--- src/hw/tcs_pkg.sv ---
package tcs_pkg;

  // register addresses on the special-function register bus
  localparam logic [7:0] TCS_ADDR_CLOCK_CONTROL = 8'h8E;
  localparam logic [7:0] TCS_ADDR_RUN_CONTROL = 8'h88;
  localparam logic [7:0] TCS_ADDR_MODE = 8'h89;
  localparam logic [7:0] TCS_ADDR_T0_LOW = 8'h8A;
  localparam logic [7:0] TCS_ADDR_T1_LOW = 8'h8B;
  localparam logic [7:0] TCS_ADDR_T0_HIGH = 8'h8C;
  localparam logic [7:0] TCS_ADDR_T1_HIGH = 8'h8D;
  localparam logic [7:0] TCS_ADDR_IRQ_ENABLE = 8'hA8;

  // reset values
  localparam logic [7:0] TCS_RST_BYTE = 8'h00;

  // clock control fields
  localparam int TCS_CK_T3_HIGH = 7;
  localparam int TCS_CK_T3_LOW = 6;
  localparam int TCS_CK_T2_HIGH = 5;
  localparam int TCS_CK_T2_LOW = 4;
  localparam int TCS_CK_T1_SYS = 3;
  localparam int TCS_CK_T0_SYS = 2;
  localparam int TCS_CK_PS_HI = 1;
  localparam int TCS_CK_PS_LO = 0;

  // run control fields
  localparam int TCS_RC_TF1 = 7;
  localparam int TCS_RC_TR1 = 6;
  localparam int TCS_RC_TF0 = 5;
  localparam int TCS_RC_TR0 = 4;

  // mode register fields
  localparam int TCS_MD_T1_CT = 6;
  localparam int TCS_MD_T1_HI = 5;
  localparam int TCS_MD_T1_LO = 4;
  localparam int TCS_MD_T0_CT = 2;
  localparam int TCS_MD_T0_HI = 1;
  localparam int TCS_MD_T0_LO = 0;

  // interrupt enable fields
  localparam int TCS_IE_ET1 = 3;
  localparam int TCS_IE_ET0 = 1;
  localparam logic [7:0] TCS_IE_MASK = 8'h0A;

  // low-byte width of the 13-bit mode
  localparam int TCS_M13_LOW_W = 5;

  // prescaler ratios
  localparam int TCS_DIV_SYS12 = 12;
  localparam int TCS_DIV_SYS4 = 4;
  localparam int TCS_DIV_EXT8 = 8;

  typedef enum logic [1:0] {
    TCS_MODE_13BIT = 2'b00,
    TCS_MODE_16BIT = 2'b01,
    TCS_MODE_8RELOAD = 2'b10,
    TCS_MODE_SPLIT = 2'b11
  } tcs_mode_t;

  typedef enum logic [1:0] {
    TCS_PS_SYS12 = 2'b00,
    TCS_PS_SYS4A = 2'b01,
    TCS_PS_SYS4B = 2'b10,
    TCS_PS_EXT8 = 2'b11
  } tcs_presc_t;

endpackage

--- src/hw/tcs_prescaler.sv ---
`timescale 1ns/100ps
module tcs_prescaler
  import tcs_pkg::*;
(
  input logic clock, // system clock
  input logic rstn, // async reset, active low
  input logic ext_osc_clk, // external oscillator, asynchronous
  output logic tick_sys12, // one-cycle tick, system clock / 12
  output logic tick_sys4, // one-cycle tick, system clock / 4
  output logic tick_ext8 // one-cycle tick, external clock / 8
);

  localparam logic [3:0] LAST12 = 4'(TCS_DIV_SYS12 - 1);
  localparam logic [1:0] LAST4 = 2'(TCS_DIV_SYS4 - 1);
  localparam logic [2:0] LAST8 = 3'(TCS_DIV_EXT8 - 1);

  logic [3:0] c12_q;
  logic [1:0] c4_q;
  logic [2:0] c8_q;
  logic sync1_q, sync2_q, ext_prev_q;
  logic ext_rise;

  // free-running system dividers; ticks are enables, never clocks
  always_ff @(posedge clock or negedge rstn) begin
    if (!rstn) begin
      c12_q <= 4'h0;
      c4_q <= 2'h0;
    end else begin
      c12_q <= (c12_q == LAST12) ? 4'h0 : c12_q + 4'h1;
      c4_q <= c4_q + 2'h1;
    end
  end

  // two-flop synchroniser for the external clock, then edge detect on stage two only
  always_ff @(posedge clock or negedge rstn) begin
    if (!rstn) begin
      sync1_q <= 1'b0;
      sync2_q <= 1'b0;
      ext_prev_q <= 1'b0;
    end else begin
      sync1_q <= ext_osc_clk;
      sync2_q <= sync1_q;
      ext_prev_q <= sync2_q;
    end
  end

  assign ext_rise = sync2_q & ~ext_prev_q;

  // count external rising edges; limited to well under half the system rate
  always_ff @(posedge clock or negedge rstn) begin
    if (!rstn) begin
      c8_q <= 3'h0;
    end else if (ext_rise) begin
      c8_q <= c8_q + 3'h1;
    end
  end

  assign tick_sys12 = (c12_q == LAST12);
  assign tick_sys4 = (c4_q == LAST4);
  assign tick_ext8 = ext_rise & (c8_q == LAST8);

  a_div12_period: assert property (@(posedge clock) disable iff (!rstn)
    tick_sys12 |=> !tick_sys12 [*8] ##1 !tick_sys12 [*3] ##1 tick_sys12)
    else $error("div12 tick period wrong");

  a_div4_period: assert property (@(posedge clock) disable iff (!rstn)
    tick_sys4 |=> !tick_sys4 [*3] ##1 tick_sys4) else $error("div4 tick period wrong");

endmodule // tcs_prescaler

--- src/hw/tcs_timer_clock_select.sv ---
`timescale 1ns/100ps
// Operation
// - t3 high byte split: ext select or sysclk
// - t3 or low byte: ext select or sysclk
// - t2 high byte split: ext select or sysclk
// - t2 or low byte: ext select or sysclk
// - timer 1: prescaled tick or sysclk
// - timer 0: prescaled tick or sysclk
// - counter mode overrides the clock select bit, except timer 1 and the timer 0 high byte while timer 0 split
// - prescale code picks div12, div4 or ext/8
// - each timer sixteen bits, two byte registers
// - run control holds enables and overflow flags
// - overflow interrupt only while its enable set
// - four modes per timer from mode bits
// - timer settings apart from the shared prescale code are independent except while timer 0 is split
// - counter mode counts input falling edges
// - t2/t3 ext select: sys/12 or ext/8
module tcs_timer_clock_select
  import tcs_pkg::*;
(
  input logic clock, // system clock, 125 MHz
  input logic rstn, // async reset, active low
  input logic [7:0] sfr_addr, // register address
  input logic sfr_wr, // write strobe
  input logic [7:0] sfr_wdata, // write data
  input logic sfr_rd, // read strobe
  output logic [7:0] sfr_rdata, // read data, valid the cycle after sfr_rd
  input logic ext_osc_clk, // external oscillator clock
  input logic tmr0_count_input, // timer 0 event pin
  input logic tmr1_count_input, // timer 1 event pin
  input logic tmr2_ext_clock_sel, // timer 2 external clock selection
  input logic tmr2_split, // timer 2 in split 8-bit mode
  input logic tmr3_ext_clock_sel, // timer 3 external clock selection
  input logic tmr3_split, // timer 3 in split 8-bit mode
  output logic tmr2_low_tick, // timer 2 (low byte) count enable
  output logic tmr2_high_tick, // timer 2 high byte count enable
  output logic tmr3_low_tick, // timer 3 (low byte) count enable
  output logic tmr3_high_tick, // timer 3 high byte count enable
  output logic tmr0_irq, // timer 0 interrupt request
  output logic tmr1_irq, // timer 1 interrupt request
  output logic tmr1_overflow // timer 1 overflow pulse, for baud rates
);

  // step one timer by one count; returns {overflow, high, low}
  function automatic logic [16:0] tcs_step(input tcs_mode_t m, input logic [7:0] hi,
                                           input logic [7:0] lo);
    logic [12:0] c13;
    logic [7:0] l;
    logic [7:0] h;
    logic o;
    c13 = {hi, lo[TCS_M13_LOW_W-1:0]} + 13'h0001;
    l = lo;
    h = hi;
    o = 1'b0;
    case (m)
      TCS_MODE_13BIT: begin
        o = &{hi, lo[TCS_M13_LOW_W-1:0]};
        h = c13[12:TCS_M13_LOW_W];
        l[TCS_M13_LOW_W-1:0] = c13[TCS_M13_LOW_W-1:0];
      end
      TCS_MODE_16BIT: begin
        o = &{hi, lo};
        {h, l} = {hi, lo} + 16'h0001;
      end
      TCS_MODE_8RELOAD: begin
        o = &lo;
        l = o ? hi : lo + 8'h01;
      end
      default: begin
        o = &lo;
        l = lo + 8'h01;
      end
    endcase
    return {o, h, l};
  endfunction

  logic [7:0] timer_clock_control_q, timer_run_control_q, timer_mode_register_q, ie_q, rdata_q;
  logic [7:0] tl0_q, th0_q, tl1_q, th1_q;
  logic [7:0] tl0_d, th0_d, tl1_d, th1_d;
  logic pin0_q, pin1_q;
  logic tick_sys12, tick_sys4, tick_ext8, presc_tick;
  logic t0_timer_tick, t1_timer_tick, t0_tick, t1_tick, fall0, fall1;
  logic t0_split, t1_run, ovf0, ovf0h, ovf1;
  logic [16:0] s0, s1;
  logic t2_ext_tick, t3_ext_tick;
  tcs_mode_t m0, m1;
  tcs_presc_t pcode;

  logic wr_ck, wr_tc, wr_md, wr_ie, wr_tl0, wr_th0, wr_tl1, wr_th1;
  assign wr_ck = sfr_wr && sfr_addr == TCS_ADDR_CLOCK_CONTROL;
  assign wr_tc = sfr_wr && sfr_addr == TCS_ADDR_RUN_CONTROL;
  assign wr_md = sfr_wr && sfr_addr == TCS_ADDR_MODE;
  assign wr_ie = sfr_wr && sfr_addr == TCS_ADDR_IRQ_ENABLE;
  assign wr_tl0 = sfr_wr && sfr_addr == TCS_ADDR_T0_LOW;
  assign wr_th0 = sfr_wr && sfr_addr == TCS_ADDR_T0_HIGH;
  assign wr_tl1 = sfr_wr && sfr_addr == TCS_ADDR_T1_LOW;
  assign wr_th1 = sfr_wr && sfr_addr == TCS_ADDR_T1_HIGH;

  tcs_prescaler u_presc (
    .clock(clock),
    .rstn(rstn),
    .ext_osc_clk(ext_osc_clk),
    .tick_sys12(tick_sys12),
    .tick_sys4(tick_sys4),
    .tick_ext8(tick_ext8)
  );

  assign pcode = tcs_presc_t'(timer_clock_control_q[TCS_CK_PS_HI:TCS_CK_PS_LO]);
  always_comb begin
    case (pcode)
      TCS_PS_SYS12: presc_tick = tick_sys12;
      TCS_PS_SYS4A, TCS_PS_SYS4B: presc_tick = tick_sys4;
      TCS_PS_EXT8: presc_tick = tick_ext8;
      default: presc_tick = 1'b0;
    endcase
  end

  // pins are synchronous; one stage of history gives the edge
  always_ff @(posedge clock or negedge rstn) begin
    if (!rstn) begin
      pin0_q <= 1'b1;
      pin1_q <= 1'b1;
    end else begin
      pin0_q <= tmr0_count_input;
      pin1_q <= tmr1_count_input;
    end
  end

  // falling edge detect on the event pins
  assign fall0 = pin0_q & ~tmr0_count_input;
  assign fall1 = pin1_q & ~tmr1_count_input;

  assign t0_timer_tick = timer_clock_control_q[TCS_CK_T0_SYS] ? 1'b1 : presc_tick;
  assign t1_timer_tick = timer_clock_control_q[TCS_CK_T1_SYS] ? 1'b1 : presc_tick;
  // counter mode ignores the select bit
  assign t0_tick = timer_mode_register_q[TCS_MD_T0_CT] ? fall0 : t0_timer_tick;
  // timer 1 cannot count pin events while timer 0 is split
  assign t1_tick = (timer_mode_register_q[TCS_MD_T1_CT] && !t0_split) ? fall1 : t1_timer_tick;

  // per-timer mode fields, kept apart for independence
  assign m0 = tcs_mode_t'(timer_mode_register_q[TCS_MD_T0_HI:TCS_MD_T0_LO]);
  assign m1 = tcs_mode_t'(timer_mode_register_q[TCS_MD_T1_HI:TCS_MD_T1_LO]);
  assign t0_split = (m0 == TCS_MODE_SPLIT);
  // split timer 0 borrows the timer 1 enable, so timer 1 runs from its mode alone
  assign t1_run = t0_split ? (m1 != TCS_MODE_SPLIT) : (timer_run_control_q[TCS_RC_TR1] && m1 != TCS_MODE_SPLIT);

  assign s0 = tcs_step(m0, th0_q, tl0_q);
  assign s1 = tcs_step(m1, th1_q, tl1_q);

  // next values of the two 16-bit counts
  always_comb begin
    tl0_d = tl0_q;
    th0_d = th0_q;
    tl1_d = tl1_q;
    th1_d = th1_q;
    ovf0 = 1'b0;
    ovf0h = 1'b0;
    ovf1 = 1'b0;
    if (timer_run_control_q[TCS_RC_TR0] && t0_tick) begin
      {ovf0, th0_d, tl0_d} = s0;
      if (t0_split) begin
        th0_d = th0_q;
      end
    end
    // split high byte is a timer only, enabled by the timer 1 run bit
    if (t0_split && timer_run_control_q[TCS_RC_TR1] && t0_timer_tick) begin
      th0_d = th0_q + 8'h01;
      ovf0h = &th0_q;
    end
    if (t1_run && t1_tick) begin
      {ovf1, th1_d, tl1_d} = s1;
    end
  end

  // counts: a software write wins over the count in the same cycle
  always_ff @(posedge clock or negedge rstn) begin
    if (!rstn) begin
      tl0_q <= TCS_RST_BYTE;
      th0_q <= TCS_RST_BYTE;
      tl1_q <= TCS_RST_BYTE;
      th1_q <= TCS_RST_BYTE;
    end else begin
      tl0_q <= wr_tl0 ? sfr_wdata : tl0_d;
      th0_q <= wr_th0 ? sfr_wdata : th0_d;
      tl1_q <= wr_tl1 ? sfr_wdata : tl1_d;
      th1_q <= wr_th1 ? sfr_wdata : th1_d;
    end
  end

  // clock selects and prescale code clear on reset
  always_ff @(posedge clock or negedge rstn) begin
    if (!rstn) begin
      timer_clock_control_q <= TCS_RST_BYTE;
      timer_mode_register_q <= TCS_RST_BYTE;
      ie_q <= TCS_RST_BYTE;
    end else begin
      if (wr_ck) timer_clock_control_q <= sfr_wdata;
      if (wr_md) timer_mode_register_q <= sfr_wdata;
      if (wr_ie) ie_q <= sfr_wdata & TCS_IE_MASK;
    end
  end

  // run control; an overflow in the write cycle still sets its flag
  always_ff @(posedge clock or negedge rstn) begin
    if (!rstn) begin
      timer_run_control_q <= TCS_RST_BYTE;
    end else begin
      if (wr_tc) timer_run_control_q <= sfr_wdata;
      if (ovf0) timer_run_control_q[TCS_RC_TF0] <= 1'b1;
      if (ovf0h || (ovf1 && !t0_split)) timer_run_control_q[TCS_RC_TF1] <= 1'b1;
    end
  end

  // read port, registered; unmapped addresses read zero
  always_ff @(posedge clock or negedge rstn) begin
    if (!rstn) begin
      rdata_q <= TCS_RST_BYTE;
    end else if (sfr_rd) begin
      case (sfr_addr)
        TCS_ADDR_CLOCK_CONTROL: rdata_q <= timer_clock_control_q;
        TCS_ADDR_RUN_CONTROL: rdata_q <= timer_run_control_q;
        TCS_ADDR_MODE: rdata_q <= timer_mode_register_q;
        TCS_ADDR_IRQ_ENABLE: rdata_q <= ie_q;
        TCS_ADDR_T0_LOW: rdata_q <= tl0_q;
        TCS_ADDR_T0_HIGH: rdata_q <= th0_q;
        TCS_ADDR_T1_LOW: rdata_q <= tl1_q;
        TCS_ADDR_T1_HIGH: rdata_q <= th1_q;
        default: rdata_q <= TCS_RST_BYTE;
      endcase
    end
  end
  assign sfr_rdata = rdata_q;

  // interrupt gating by the enable bits
  assign tmr0_irq = timer_run_control_q[TCS_RC_TF0] & ie_q[TCS_IE_ET0];
  assign tmr1_irq = timer_run_control_q[TCS_RC_TF1] & ie_q[TCS_IE_ET1];
  assign tmr1_overflow = ovf1;

  assign t2_ext_tick = tmr2_ext_clock_sel ? tick_ext8 : tick_sys12;
  assign t3_ext_tick = tmr3_ext_clock_sel ? tick_ext8 : tick_sys12;
  assign tmr2_low_tick = timer_clock_control_q[TCS_CK_T2_LOW] ? 1'b1 : t2_ext_tick;
  // timer 2 high byte, own select only when split
  assign tmr2_high_tick = !tmr2_split ? tmr2_low_tick :
                          (timer_clock_control_q[TCS_CK_T2_HIGH] ? 1'b1 : t2_ext_tick);
  assign tmr3_low_tick = timer_clock_control_q[TCS_CK_T3_LOW] ? 1'b1 : t3_ext_tick;
  // timer 3 high byte, own select only when split
  assign tmr3_high_tick = !tmr3_split ? tmr3_low_tick :
                          (timer_clock_control_q[TCS_CK_T3_HIGH] ? 1'b1 : t3_ext_tick);

  a_t0_sysclk_count: assert property (@(posedge clock) disable iff (!rstn)
    (timer_run_control_q[TCS_RC_TR0] && timer_clock_control_q[TCS_CK_T0_SYS] && !timer_mode_register_q[TCS_MD_T0_CT] &&
     m0 == TCS_MODE_16BIT && !wr_tl0 && !wr_th0)
    |=> {th0_q, tl0_q} == $past({th0_q, tl0_q}) + 16'h0001) else $error("t0 sysclk count");
  a_t1_presc_hold: assert property (@(posedge clock) disable iff (!rstn)
    (!timer_clock_control_q[TCS_CK_T1_SYS] && !timer_mode_register_q[TCS_MD_T1_CT] && pcode == TCS_PS_SYS12 &&
     !tick_sys12 && !wr_tl1 && !wr_th1) |=> $stable({th1_q, tl1_q})) else $error("t1 prescale hold");
  a_ct_ignores_sel: assert property (@(posedge clock) disable iff (!rstn)
    (timer_mode_register_q[TCS_MD_T0_CT] && timer_clock_control_q[TCS_CK_T0_SYS] && !fall0 && !t0_split && !wr_tl0 &&
     !wr_th0) |=> $stable({th0_q, tl0_q})) else $error("counter mode used clock select");
  a_fall_counts: assert property (@(posedge clock) disable iff (!rstn)
    (timer_mode_register_q[TCS_MD_T0_CT] && fall0 && timer_run_control_q[TCS_RC_TR0] && m0 == TCS_MODE_16BIT &&
     !wr_tl0 && !wr_th0) |=> tl0_q == $past(tl0_q) + 8'h01) else $error("falling edge missed");
  a_tf0_set_wins: assert property (@(posedge clock) disable iff (!rstn)
    ovf0 |=> timer_run_control_q[TCS_RC_TF0]) else $error("overflow flag lost");
  a_irq_masked: assert property (@(posedge clock) disable iff (!rstn)
    (!ie_q[TCS_IE_ET0] && ovf0 && !wr_ie) |=> !tmr0_irq) else $error("masked irq raised");
  a_t3_low_sys: assert property (@(posedge clock) disable iff (!rstn)
    $rose(timer_clock_control_q[TCS_CK_T3_LOW]) |-> tmr3_low_tick [*2]) else $error("t3 low not sysclk");
  a_t2_high_div12: assert property (@(posedge clock) disable iff (!rstn)
    (tmr2_split && !timer_clock_control_q[TCS_CK_T2_HIGH] && !tmr2_ext_clock_sel) |->
    tmr2_high_tick == tick_sys12) else $error("t2 high wrong source");
  a_t1_indep: assert property (@(posedge clock) disable iff (!rstn)
    (wr_md && sfr_wdata[TCS_MD_T1_HI:TCS_MD_T1_LO] == timer_mode_register_q[TCS_MD_T1_HI:TCS_MD_T1_LO])
    |=> m1 == $past(m1)) else $error("t1 mode disturbed");

endmodule // tcs_timer_clock_select

--- config.mk ---
export PLATFORM = sky130hd
export DESIGN_NAME = tcs_timer_clock_select
export DESIGN_NICKNAME = d
export VERILOG_FILES = /design/src/hw/tcs_pkg.sv /design/src/hw/tcs_prescaler.sv /design/src/hw/tcs_timer_clock_select.sv
export SDC_FILE = /design/constraint.sdc
export NUM_CORES = 1
export LEC_CHECK = 0
export ABC_AREA = 1
export BUFFER_PORTS_ARGS = -buffer_cell sky130_fd_sc_hd__buf_2
export CAP_MARGIN = 20
export CORE_MARGIN = 3
export CORE_UTILIZATION = 57
export DETAILED_ROUTE_END_ITERATION = 10
export PLACE_DENSITY = 0.74
export REMOVE_ABC_BUFFERS = 1
export SYNTH_ARGS = -nofsm -noshare
export SYNTH_HDL_FRONTEND = slang
export SYNTH_SLANG_ARGS = --single-unit
--- constraint.sdc ---
create_clock -name clock -period 3.6 [get_ports clock]
set_input_delay 0.72 -clock clock [delete_from_list [all_inputs] [get_ports clock]]
set_output_delay 0.72 -clock clock [all_outputs]
set_load 0.02 [all_outputs]
======== Word-level counts from Yosys, hierarchy flattened ========
Cells that the tools add are included.
operators by class
  muxes and demuxes ....................... 42
  eq/ne operators ......................... 23
  reduce and logical (&&, ||, !) cells .... 40
  add/sub/neg operators ................... 10
  bitwise gates (word level) .............. 9
operators with widths
  kind                                           count
  2-to-1 mux 8 bit                               13
  == test 8 bit, second input constant           8
  one-hot mux 8 bit (8 select lines)             1
  adder 16 x 1 -> 16 bit, second input constant  2
  one-hot mux 8 bit (2 select lines)             2
  AND reduction 16 bit                           2
  one-hot mux 5 bit (3 select lines)             2
  adder 13 x 1 -> 13 bit, second input constant  2
  AND reduction 13 bit                           2
  adder 8 x 1 -> 8 bit, second input constant    3
  AND reduction 8 bit                            3
  2-to-1 mux 1 bit                               18
  one-hot mux 3 bit (3 select lines)             2
  logical AND 1 bit                              15
  == test 2 bit, second input constant           6
  nonzero test 2 bit                             5
  AND 1 bit                                      6
  == test 2 x 1 -> 1 bit, second input constant  3
  zero test 2 bit                                3
  != test 2 bit, second input constant           3
  AND reduction 2 bit                            3
  nonzero test 3 bit                             2
  adder 4 x 1 -> 4 bit, second input constant    1
  == test 4 bit, second input constant           1
  other kinds (13)                               16
word-level totals
  register bits after elaboration ......... 80
  logic and storage cells ................. 145
  output and inout port bits .............. 15

======== Longest topological paths before layout ========
Gate-level depths: netlist of run 1.
  depth in word-level cells ............... 11
  mapped depth ............................ 13

======== Modules after synthesis ========
Synthesis of run 1 repeated with hierarchy kept, for this count alone.
unflattened totals
  cells, all modules ...................... 824
  area, all modules ....................... 5632.9 um^2
modules (own cells, without submodules)
  module                  times used  area an instance (um^2)  cells each
  tcs_timer_clock_select  1           5153.7                   778
  tcs_prescaler           1           479.2                    46

======== Worst setup path after synthesis of run 1 ========
No wires, ideal clock.
  path kind ............................... reg-to-output
  from .................................... register tl1_q[0]
  to ...................................... output port tmr1_overflow
  path slack .............................. 1.311 ns
  required time ........................... 2.880 ns
  cell stages (with the launch flop) ...... 8
  data arrival time ....................... 1.569 ns
  path through ............................ dfrtp_1 -> ha_1 -> nand2_1 -> nor2_1 -> nand3_1 -> o22ai_1 -> nand2_1 -> a21oi_1
between the ends
  cells in the longest elaborated chain, start to end .. 3
  elaborated cells between the ends (all ways) .. 5
  classes of those cells .................. 2 x mux; 3 x reduce/logical
ends and longest elaborated chain
  element                                             RTL line                       text
  start, declared                                     tcs_timer_clock_select.sv:78   logic [7:0] tl0_q, th0_q, tl1_q, th1_q;
  start signal, assigned                              tcs_timer_clock_select.sv:185  tl1_q <= wr_tl1 ? sfr_wdata : tl1_d;
  AND reduction 16 bit, or another cell as far along  tcs_timer_clock_select.sv:62   o = &{hi, lo};
  one-hot mux 1 bit (2 select lines) *                tcs_timer_clock_select.sv:55   case (m)
  2-to-1 mux 1 bit *                                  tcs_timer_clock_select.sv:170  if (t1_run && t1_tick) begin
  end, declared                                       tcs_timer_clock_select.sv:41   output logic tmr1_overflow
Mark *: on every way between the ends. The rest lies on a longest branch, timed or not.

======== Worst setup path after layout of run 1 ========
Ends and elaborated chain as after synthesis.

==> metrics.md, run 1 <==
| Metric | Value |
|---|---|
| Clock tree from TritonCTS | `done` |
| Hold Path End | `u_presc.sync2_q$_DFF_PN0_` |
| Initial core utilization | `0.596` |
| Max clock buf depth | `2` |
| GRT Util Overall | `0.322` |
| Ys async rst share | `1.00` |
| Cell row count | `36` |
| Initial antenna violation count | `0` |
| Origin of the critical flop-to-flop path | `tl0_q[0]$_DFFE_PN0P_` |
| Initial DRT Pass Iterations | `5` |
| Post-synth top cells | `281 x nand2_1, 107 x inv_1, 91 x nand3_1, 78 x dfrtp_1, 52 x nor2_1` |
| Warnings from Yosys | `0` |
| Setup WS post-layout | `~700 ps` |
| Area of the multi-input gates | `roughly 3400 um2` |
| IO Port Bufs | `41` |
| Status | `finished, final reports clean` |
| Final worst path period share | `0.803` |
| Final net count | `about 950` |
| Core ar. | `around 10000 um2` |
| Share of cells above drive strength 1 | `0.127` |
| Tot Pwr | `between 2 and 2.5 mW` |
| Worst hold slack | `approximately 360 ps` |
| Clock Latency Late Sink | `370 ps` |
| Worst slew pin tran | `1010 ps` |
| Critical path endpoint category | `output port` |
| # resized after CTS | `0` |
| Unrepaired setup endpoints after global routing | `false` |
| Fmax | `around 350 MHz` |
| Setup bufs post-CTS | `0` |
| Placed insts | `between 1000 and 1500` |
| Worst EP arrival | `around 2200 ps` |
| Gpl congestion | `between 1 and 1.5` |
| Synth area leaders | `dfrtp_1 33%, nand2_1 18%, nand3_1 7.7%, inv_1 6.8%, ha_1 3.6%` |
| Die area | `approximately 12000 um2` |
| Fill count | `between 900 and 1000` |
| Post-route DRC | `0` |
| HP Class | `reg2reg` |
| Via count | `about 6000` |
| Fin Setup TNS | `0 ps` |
| Worst hold path cell count | `0` |
| Initial drt markers | `between 600 and 700` |
| Synthesized area per cell | `between 6 and 7 um2` |
| CP Launch Type | `flop` |
| CTS H-Tree Depth | `3` |
| Worst Path Max Fanout | `7` |
| Synthesized instance count | `around 860` |
| Final setup viols | `0` |
| Final core utilization | `0.644` |
| Largest net degree at the start of global routing | `just over 80` |
| Pwr per Cell Area | `approximately 350 nW/um2` |
| Top-count cell post-synth | `nand2_1` |
| Hold Buf Count CTS | `0` |
| Synth unique cells | `43` |
| Worst-path clk slew | `80 ps` |
| Worst EP required | `between 2000 and 3000 ps` |
| Pre-CTS WS | `1140 ps` |
| Worst Skew | `approximately 7.8 ps` |
| Worst R2R End | `tl0_q[3]$_DFFE_PN0P_` |
| Grt ovf | `0` |
| Final hold viol count | `0` |
| Flop-to-flop setup slack | `1500 ps` |
| Ys flop type | `dfrtp_1` |
| EDFF count, synth | `0` |
| Design Area, Final | `between 6000 and 7000 um2` |
| Mapped Area | `approximately 6000 um2` |
| DR WL met2 | `~7800 um` |
| Worst rel slew slack | `0.324` |
| Area growth, synth to finish | `8.07%` |
| Ports | `42` |
| # diodes | `0` |
| Vias in the first global route | `between 5000 and 6000` |
| DR WL/cell | `between 15 and 20 um` |
| Die width | `around 110 um` |
| Via density | `5.74` |
| Final cell count without fillers | `~1000` |
| HPWL Detailed | `between 10000 and 15000 um` |
| Met1 WL | `about 7800 um` |
| Post-DP Area | `approximately 6200 um2` |
| Root buffer cell | `clkbuf_8` |
| DRT antenna net count | `0` |
| CTS Buf Count | `9` |
| Peak supply drop | `0.000371 V` |
| Die height | `108 um` |
| Fin crit period | `a little under 3000 ps` |
| Max-cap viol count | `0` |
| Met3 WL | `1810 um` |
| Largest area contributor in the netlist | `dfrtp_1` |
| Setup Crit Path Kind | `reg2out` |
| Seq. cell area | `2000 um2` |
| Reg2Reg Depth | `10` |
| Fin. max-slew vios | `0` |
| Clock Sinks | `80` |
| Total routed wirelength | `17900 um` |
| Worst Hold Launch | `u_presc.sync1_q$_DFF_PN0_` |
| Max layer used | `met4` |
| Pleak | `3.18 nW` |
| Area share of the largest cell type after synthesis | `0.331` |
| FF+latch count, synth | `80` |
| First-pass GRT wire length | `between 20000 and 30000 um` |
| Sequential area share after synthesis | `0.339` |
-- critical path, cell delays in order (launching register included) --
cell and delay, ps:
dfrtp_1 470, ha_1 220, nand2_1 120, nor2_1 240, nand3_1 150, o22ai_1 150
nand2_1 100, a21oi_1 150, buf_2 190
-- worst max path at each step --
stage,depth (start not counted),slack [ps],from,endpoint
after floorplan,7,1310,tl1_q[0]$_DFFE_PN0P_,tmr1_overflow
after global placement,8,1200,tl1_q[0]$_DFFE_PN0P_,tmr1_overflow
after detailed placement,8,1140,tl1_q[0]$_DFFE_PN0P_,tmr1_overflow
after CTS,8,720,tl1_q[0]$_DFFE_PN0P_,tmr1_overflow
after global routing,8,600,tl1_q[0]$_DFFE_PN0P_,tmr1_overflow
final,8,710,tl1_q[0]$_DFFE_PN0P_,tmr1_overflow
-- cells in the final DEF, fill, tap and decap left out, types with 6 or more instances in the layout --
cell type and instances:
o211ai_1 6, clkbuf_8 10, nor2_1 52, inv_1 107, o21ai_1 16, inv_2 7
buf_2 40, nor2_4 9, nor2_2 9, xor2_1 15, nor3_1 13, o21ai_0 36
nand3_1 91, nand2_2 7, nand2_1 281, o22ai_1 26, ha_1 17, nand4_1 14
a21oi_1 25, dfrtp_1 78
-- cells by family (layout without fill, tap and decap cells) --
group           Yosys count  after routing  share of synthesized area
compound gates          121            121                      0.118
xor+xnor                 17             17                     0.0252
flops                    80             80                      0.339
simple gates            497            497                      0.388
buf+inv                 129            173                     0.0879
mux                       3              3                    0.00551
fa+ha+maj                17             17                     0.0360
-- state kept, by name, indices dropped and copies added (netlist names), 2 cells and up --
signal,cells
u_presc.c4_q,2
timer_mode_register_q,8
tl0_q,8
sfr_rdata,8
u_presc.c8_q,3
timer_clock_control_q,8
tl1_q,8
u_presc.c12_q,4
th0_q,8
th1_q,8
timer_run_control_q,8
ie_q,2
-- per-layer routing --
metal,vias up,global-route usage
li1,2893,-
met1,2750,0.443
met2,284,0.492
met3,52,0.0792
met4,0,0.116
met5,-,0
-- layout make-up --
class                   count  area share
multi-input cells         655       0.530
flip-flops and latches     80       0.314
inverters                 116      0.0688
repair buffers             41      0.0325
well taps                 133      0.0261
clock buffers              11      0.0222
clock inverters             5     0.00647
-- report_power, final --
group | switching [mW] | leakage [nW] | internal, mW
clock network | 0.343 | 0.0861 | 0.274
registers | 0.0996 | 1.03 | 0.981
logic | 0.371 | 2.06 | 0.195
total | 0.813 | 3.18 | 1.45
Power figures use the tool's default switching activity.
==> inputs of run 2 (changes only) <==
==> constraint.sdc (replaced) <==
create_clock -name clock -period 2.8 [get_ports clock]
set_input_delay 0.56 -clock clock [delete_from_list [all_inputs] [get_ports clock]]
set_output_delay 0.56 -clock clock [all_outputs]
set_load 0.02 [all_outputs]
==> run 2 against run 1 <==
Die area unchanged. Count of clock-buffer cells in the layout unchanged. Non-clock buffer count unchanged. Critical path type unchanged. Highest routed layer unchanged. Clock skew increased by 8.2 ps. Sequential share of layout area decreased by 0.12 points.
==> metrics.md, run 2 (synthesis results as in run 1) <==
| Metric | Value |
|---|---|
| HPWL Detailed | `14100 um (-1.2%)` |
| Worst hold slack | `300 ps (-61.3 ps)` |
| Peak supply drop | `0.000403 V (+8.5%)` |
| Final net count | `947 (unchanged)` |
| CTS Buf Count | `9 (unchanged)` |
| Share of cells above drive strength 1 | `0.128 (+0.00110)` |
| Initial core utilization | `0.596 (unchanged)` |
| Fin. max-slew vios | `0 (unchanged)` |
| DR WL/cell | `17.2 um (about the same)` |
| Final setup viols | `0 (unchanged)` |
| Vias in the first global route | `5549 (-1.1%)` |
| Critical-path cell list | `ha_1 -> nand2_1 -> nor2_2 -> nand2_1 -> nor2_2 -> nand2_1 -> a21oi_1 -> buf_2` |
| Max-cap viol count | `0 (unchanged)` |
| Worst slew pin tran | `1000 ps (-9.75 ps)` |
| Die height | `108 um (unchanged)` |
| Initial DRT Pass Iterations | `5 (unchanged)` |
| # diodes | `0 (unchanged)` |
| Setup bufs post-CTS | `0 (unchanged)` |
| Critical path endpoint category | `output port` |
| Worst rel slew slack | `0.330 (+0.00650)` |
| Status | `finished, final reports clean` |
| Grt ovf | `0 (unchanged)` |
| Final hold viol count | `0 (unchanged)` |
| Setup Crit Path Kind | `reg2out` |
| CTS H-Tree Depth | `3 (unchanged)` |
| Root buffer cell | `clkbuf_8` |
| Clock Sinks | `80 (unchanged)` |
| Largest net degree at the start of global routing | `81 (unchanged)` |
| Commonest non-fill, non-tap cell in the layout | `nand2_1` |
| Critical Path Max Stage Delay | `470 ps (about the same)` |
| Placed insts | `1025 (unchanged)` |
| First-pass GRT wire length | `28800 um (+0.34%)` |
| Pre-CTS WS | `567 ps (-569 ps)` |
| Post-route DRC | `0 (unchanged)` |
| Via density | `5.80 (+0.95%)` |
| Fin crit period | `2660 ps` |
| Final cell count without fillers | `1041 (unchanged)` |
| Worst EP arrival | `2100 ps (-70 ps)` |
| Total routed wirelength | `17900 um (about the same)` |
| Initial antenna violation count | `0 (unchanged)` |
| Worst-path clk slew | `100 ps (+20 ps)` |
| Pwr per Cell Area | `474 nW/um2 (+34%)` |
| Clock tree from TritonCTS | `done` |
| Initial drt markers | `709 (+5.0%)` |
| Core ar. | `9910 um2 (unchanged)` |
| Gpl congestion | `1.04 (-1.4%)` |
| Via count | `6036 (+0.95%)` |
| Unrepaired setup endpoints after global routing | `false` |
| Most frequent cells in the layout | `281 x nand2_1, 107 x inv_1, 91 x nand3_1` |
| Setup WS post-layout | `144 ps (-563 ps)` |
| Design Area, Final | `6410 um2 (+0.39%)` |
| HP Class | `in2reg` |
| Fin Setup TNS | `0 ps (unchanged)` |
| Ports | `42 (unchanged)` |
| GRT Util Overall | `0.323 (+0.00154)` |
| CP Launch Type | `flop` |
| Final worst path period share | `0.948` |
| Area growth, synth to finish | `8.50%` |
| Tot Pwr | `3.04 mW (+34%)` |
| Post-DP Area | `6200 um2 (unchanged)` |
| Cell row count | `36 (unchanged)` |
| IO Port Bufs | `41 (unchanged)` |
| DRT antenna net count | `0 (unchanged)` |
| Max clock buf depth | `2 (unchanged)` |
| Worst Path Max Fanout | `7 (unchanged)` |
| Final core utilization | `0.647 (+0.00252)` |
| Die width | `108 um (unchanged)` |
| Pleak | `3.19 nW (+0.44%)` |
| Die area | `11600 um2 (unchanged)` |
| Worst EP required | `2240 ps (-640 ps)` |
| Most used cell, CP | `nand2_1` |
| Crit-path slowest cell | `dfrtp_1` |
| Clock Latency Late Sink | `360 ps (about the same)` |
| Fmax | `between 300 and 400 MHz` |
| Worst Skew | `16.0 ps (+8.21 ps)` |
[run 2: cell count changes in the layout (fill, tap and decap cells not counted), sizes merged]
cell and change:
bufinv +1, clkinvlp -1, clkinv -1, inv +1
[run 2: report_power, final]
| group | leakage [nW] | total [mW] | switching, mW | internal [mW] |
|---|---|---|---|---|
| Clock | 0.101 | 0.917 | 0.472 | 0.446 |
| Sequential | 1.03 | 1.39 | 0.126 | 1.26 |
| Combinational | 2.06 | 0.731 | 0.481 | 0.250 |
| Total | 3.19 | 3.04 | 1.08 | 1.96 |
[run 2: routing by layer]
layer | GRT usage | share of wire | wire length (um) | vias to the layer above
met5 | 0 | 0 | 0 | -
met4 | 0.108 | 0.029 | 522 | 0
met3 | 0.0630 | 0.12 | 2060 | 37
met2 | 0.482 | 0.43 | 7780 | 320
met1 | 0.470 | 0.42 | 7550 | 2791
li1 | - | - | - | 2888
[run 2: final cells by class]
type                       count  area (um2)
fill                         930        3500
clock buffer                  11         141
sequential                    80        2000
timing repair buffer          41         208
inverter                     116         439
clock inverter                 5        63.8
tap                          133         166
multi-input combinational    655        3380
[run 2: worst max-delay path, delay by kind of cell, from the launching register on]
family,cells,cell delay (ps)
AOI/OAI and AO/OA,1,160
adders and majority gates,1,230
buffers and inverters,1,180
DFF,1,470
and+or+nand+nor,5,700
[run 2: what timing repair did]
item	4_1_cts	5_1_grt
resized for setup	0	1
endpoints found under the setup margin	0	1
endpoints found under the hold margin	0	0
hold buffers	0	0
[run 2: worst paths after layout]
kind	startpoint	end	slack, ps	cells past startpoint
worst max register to register	tl0_q[1]$_DFFE_PN0P_	tl0_q[4]$_DFFE_PN0P_	660	8
worst min-delay path	tmr1_count_input	pin1_q$_DFF_PN1_	300	1
max in group asynchronous	rstn	timer_mode_register_q[1]$_DFFE_PN0P_	1780	1
worst min register to register	u_presc.sync1_q$_DFF_PN0_	u_presc.sync2_q$_DFF_PN0_	360	0
min in group asynchronous	rstn	th1_q[7]$_DFFE_PN0P_	320	1
worst max-delay path	tl1_q[0]$_DFFE_PN0P_	tmr1_overflow	140	8
==> inputs of run 3 (changes only) <==
--- a/config.mk
+++ b/config.mk
@@ -16,3 +16,4 @@
 export SYNTH_ARGS = -nofsm -noshare
 export SYNTH_HDL_FRONTEND = slang
 export SYNTH_SLANG_ARGS = --single-unit
+export TNS_END_PERCENT = 100
==> constraint.sdc (replaced) <==
create_clock -name clock -period 3.4 [get_ports clock]
set_input_delay 0.68 -clock clock [delete_from_list [all_inputs] [get_ports clock]]
set_output_delay 0.68 -clock clock [all_outputs]
set_load 0.02 [all_outputs]
==> run 3 against run 2 <==
Final cell count unchanged. Clock power decreased by 28%. Utilization decreased by 0.25 points. Clock skew decreased by 3.5 ps. Setup slack improved by 430 ps. Critical path type unchanged. Critical endpoint unchanged. Largest power group unchanged.
==> metrics.md, run 3 (synthesis results as in run 1) <==
| Metric | Value |
|---|---|
| Hold Buf Count CTS | `0 (unchanged)` |
| CP Launch Type | `flop` |
| Design Area, Final | `6380 um2 (-0.39%)` |
| Placed insts | `1025 (unchanged)` |
| Via density | `5.83 (+0.50%)` |
| Commonest non-fill, non-tap cell in the layout | `nand2_1` |
| Initial DRT Pass Iterations | `6 (+1)` |
| Final setup viols | `0 (unchanged)` |
| Via count | `6066 (+0.50%)` |
| Pleak | `3.18 nW (-0.42%)` |
| Fin crit period | `2820 ps` |
| First-pass GRT wire length | `29200 um (+1.1%)` |
| Clock Latency Late Sink | `360 ps (about the same)` |
| Worst hold slack | `357 ps (+57.3 ps)` |
| Die width | `108 um (unchanged)` |
| Fmax | `354 MHz` |
| Worst-path clk slew | `90 ps (about the same)` |
| HPWL Detailed | `14300 um (+1.6%)` |
| Worst EP arrival | `2140 ps (+40 ps)` |
| Worst Skew | `12.5 ps (-3.46 ps)` |
| Initial antenna violation count | `0 (unchanged)` |
| Root buffer cell | `clkbuf_8` |
| Worst EP required | `2720 ps (+480 ps)` |
| # diodes | `0 (unchanged)` |
| Final net count | `947 (unchanged)` |
| Vias in the first global route | `5627 (+1.4%)` |
| Worst rel slew slack | `0.337 (+0.00702)` |
| Final worst path period share | `0.831` |
| Clock tree from TritonCTS | `done` |
| Ports | `42 (unchanged)` |
| Largest net degree at the start of global routing | `81 (unchanged)` |
| Unrepaired setup endpoints after global routing | `false` |
| IO Port Bufs | `41 (unchanged)` |
| HP Class | `reg2reg` |
| Max-cap viol count | `0 (unchanged)` |
| Initial drt markers | `766 (+8.0%)` |
| Gpl congestion | `1.02 (-1.8%)` |
| Post-route DRC | `0 (unchanged)` |
| DR WL/cell | `17.4 um (+1.0%)` |
| Worst Path Max Fanout | `7 (unchanged)` |
| Reg2Reg Depth | `10 (+2)` |
| DRT antenna net count | `0 (unchanged)` |
| Initial core utilization | `0.596 (unchanged)` |
| Peak supply drop | `0.000338 V (-16%)` |
| CTS H-Tree Depth | `3 (unchanged)` |
| Status | `finished, final reports clean` |
| Die area | `11600 um2 (unchanged)` |
| Final cell count without fillers | `1041 (unchanged)` |
| Setup Crit Path Kind | `reg2out` |
| Setup bufs post-CTS | `0 (unchanged)` |
| Total routed wirelength | `18100 um (+1.0%)` |
| Post-DP Area | `6200 um2 (unchanged)` |
| Share of cells above drive strength 1 | `0.127 (-0.00110)` |
| Grt ovf | `0 (unchanged)` |
| Clock Sinks | `80 (unchanged)` |
| Tot Pwr | `2.40 mW (-21%)` |
| CTS Buf Count | `9 (unchanged)` |
| Core ar. | `9910 um2 (unchanged)` |
| Fin Setup TNS | `0 ps (unchanged)` |
| # resized after CTS | `0 (unchanged)` |
| Max clock buf depth | `2 (unchanged)` |
| Fin. max-slew vios | `0 (unchanged)` |
| Critical path endpoint category | `output port` |
| Worst hold path cell count | `0 (-1)` |
| Cell row count | `36 (unchanged)` |
| Most frequent cells in the layout | `281 x nand2_1, 107 x inv_1, 91 x nand3_1` |
| Final hold viol count | `0 (unchanged)` |
| Area growth, synth to finish | `8.07%` |
| Worst slew pin tran | `994 ps (-10.5 ps)` |
| GRT Util Overall | `0.325 (+0.00155)` |
| Die height | `108 um (unchanged)` |
| Pwr per Cell Area | `377 nW/um2 (-21%)` |
[run 3: path summary, 6_finish.rpt]
check	endpoint	slack [ps]	startpoint
min	u_presc.sync2_q$_DFF_PN0_	360	u_presc.sync1_q$_DFF_PN0_
min in group asynchronous	th1_q[5]$_DFFE_PN0P_	470	rstn
max	tmr1_overflow	580	tl1_q[0]$_DFFE_PN0P_
max in group asynchronous	timer_clock_control_q[0]$_DFFE_PN0P_	2270	rstn
min reg2reg	u_presc.sync2_q$_DFF_PN0_	360	u_presc.sync1_q$_DFF_PN0_
max reg2reg	tl0_q[3]$_DFFE_PN0P_	1210	tl0_q[1]$_DFFE_PN0P_
[run 3: report_power, final]
part	switching [mW]	leakage, nW	total [mW]	internal (mW)
combinational	0.396	2.06	0.601	0.205
clock	0.366	0.0866	0.658	0.292
sequential	0.106	1.03	1.15	1.04
total	0.868	3.18	2.40	1.54
[run 3: layout make-up]
class	instances	area, um2
Inverter	116	439
Timing Repair Buffer	41	208
Multi-Input combinational cell	655	3380
Clock buffer	11	141
Fill cell	919	3530
Clock inverter	5	41.3
Sequential cell	80	2000
Tap cell	133	166
[run 3: metrics by stage]
step | utilization | worst slack (ps)
after CTS | 0.644 | 582
after floorplan | - | 1150
after detailed placement | 0.626 | 979
after global routing | 0.644 | 426
final | 0.644 | 576
after global placement | 0.626 | 1060
[run 3: worst max-delay path: stages, from the launching register on]
cell	delay, ps
dfrtp_1	470
ha_1	230
nand2_1	110
nor2_1	250
nand3_1	150
o22ai_1	170
nand2_1	100
a21oi_1	130
buf_2	180
[run 3: layer usage]
metal,up-vias,wire [um],global-route usage
met5,-,0,0
met4,0,558,0.114
met3,47,1770,0.0732
met2,327,7920,0.498
met1,2799,7860,0.452
li1,2893,-,-
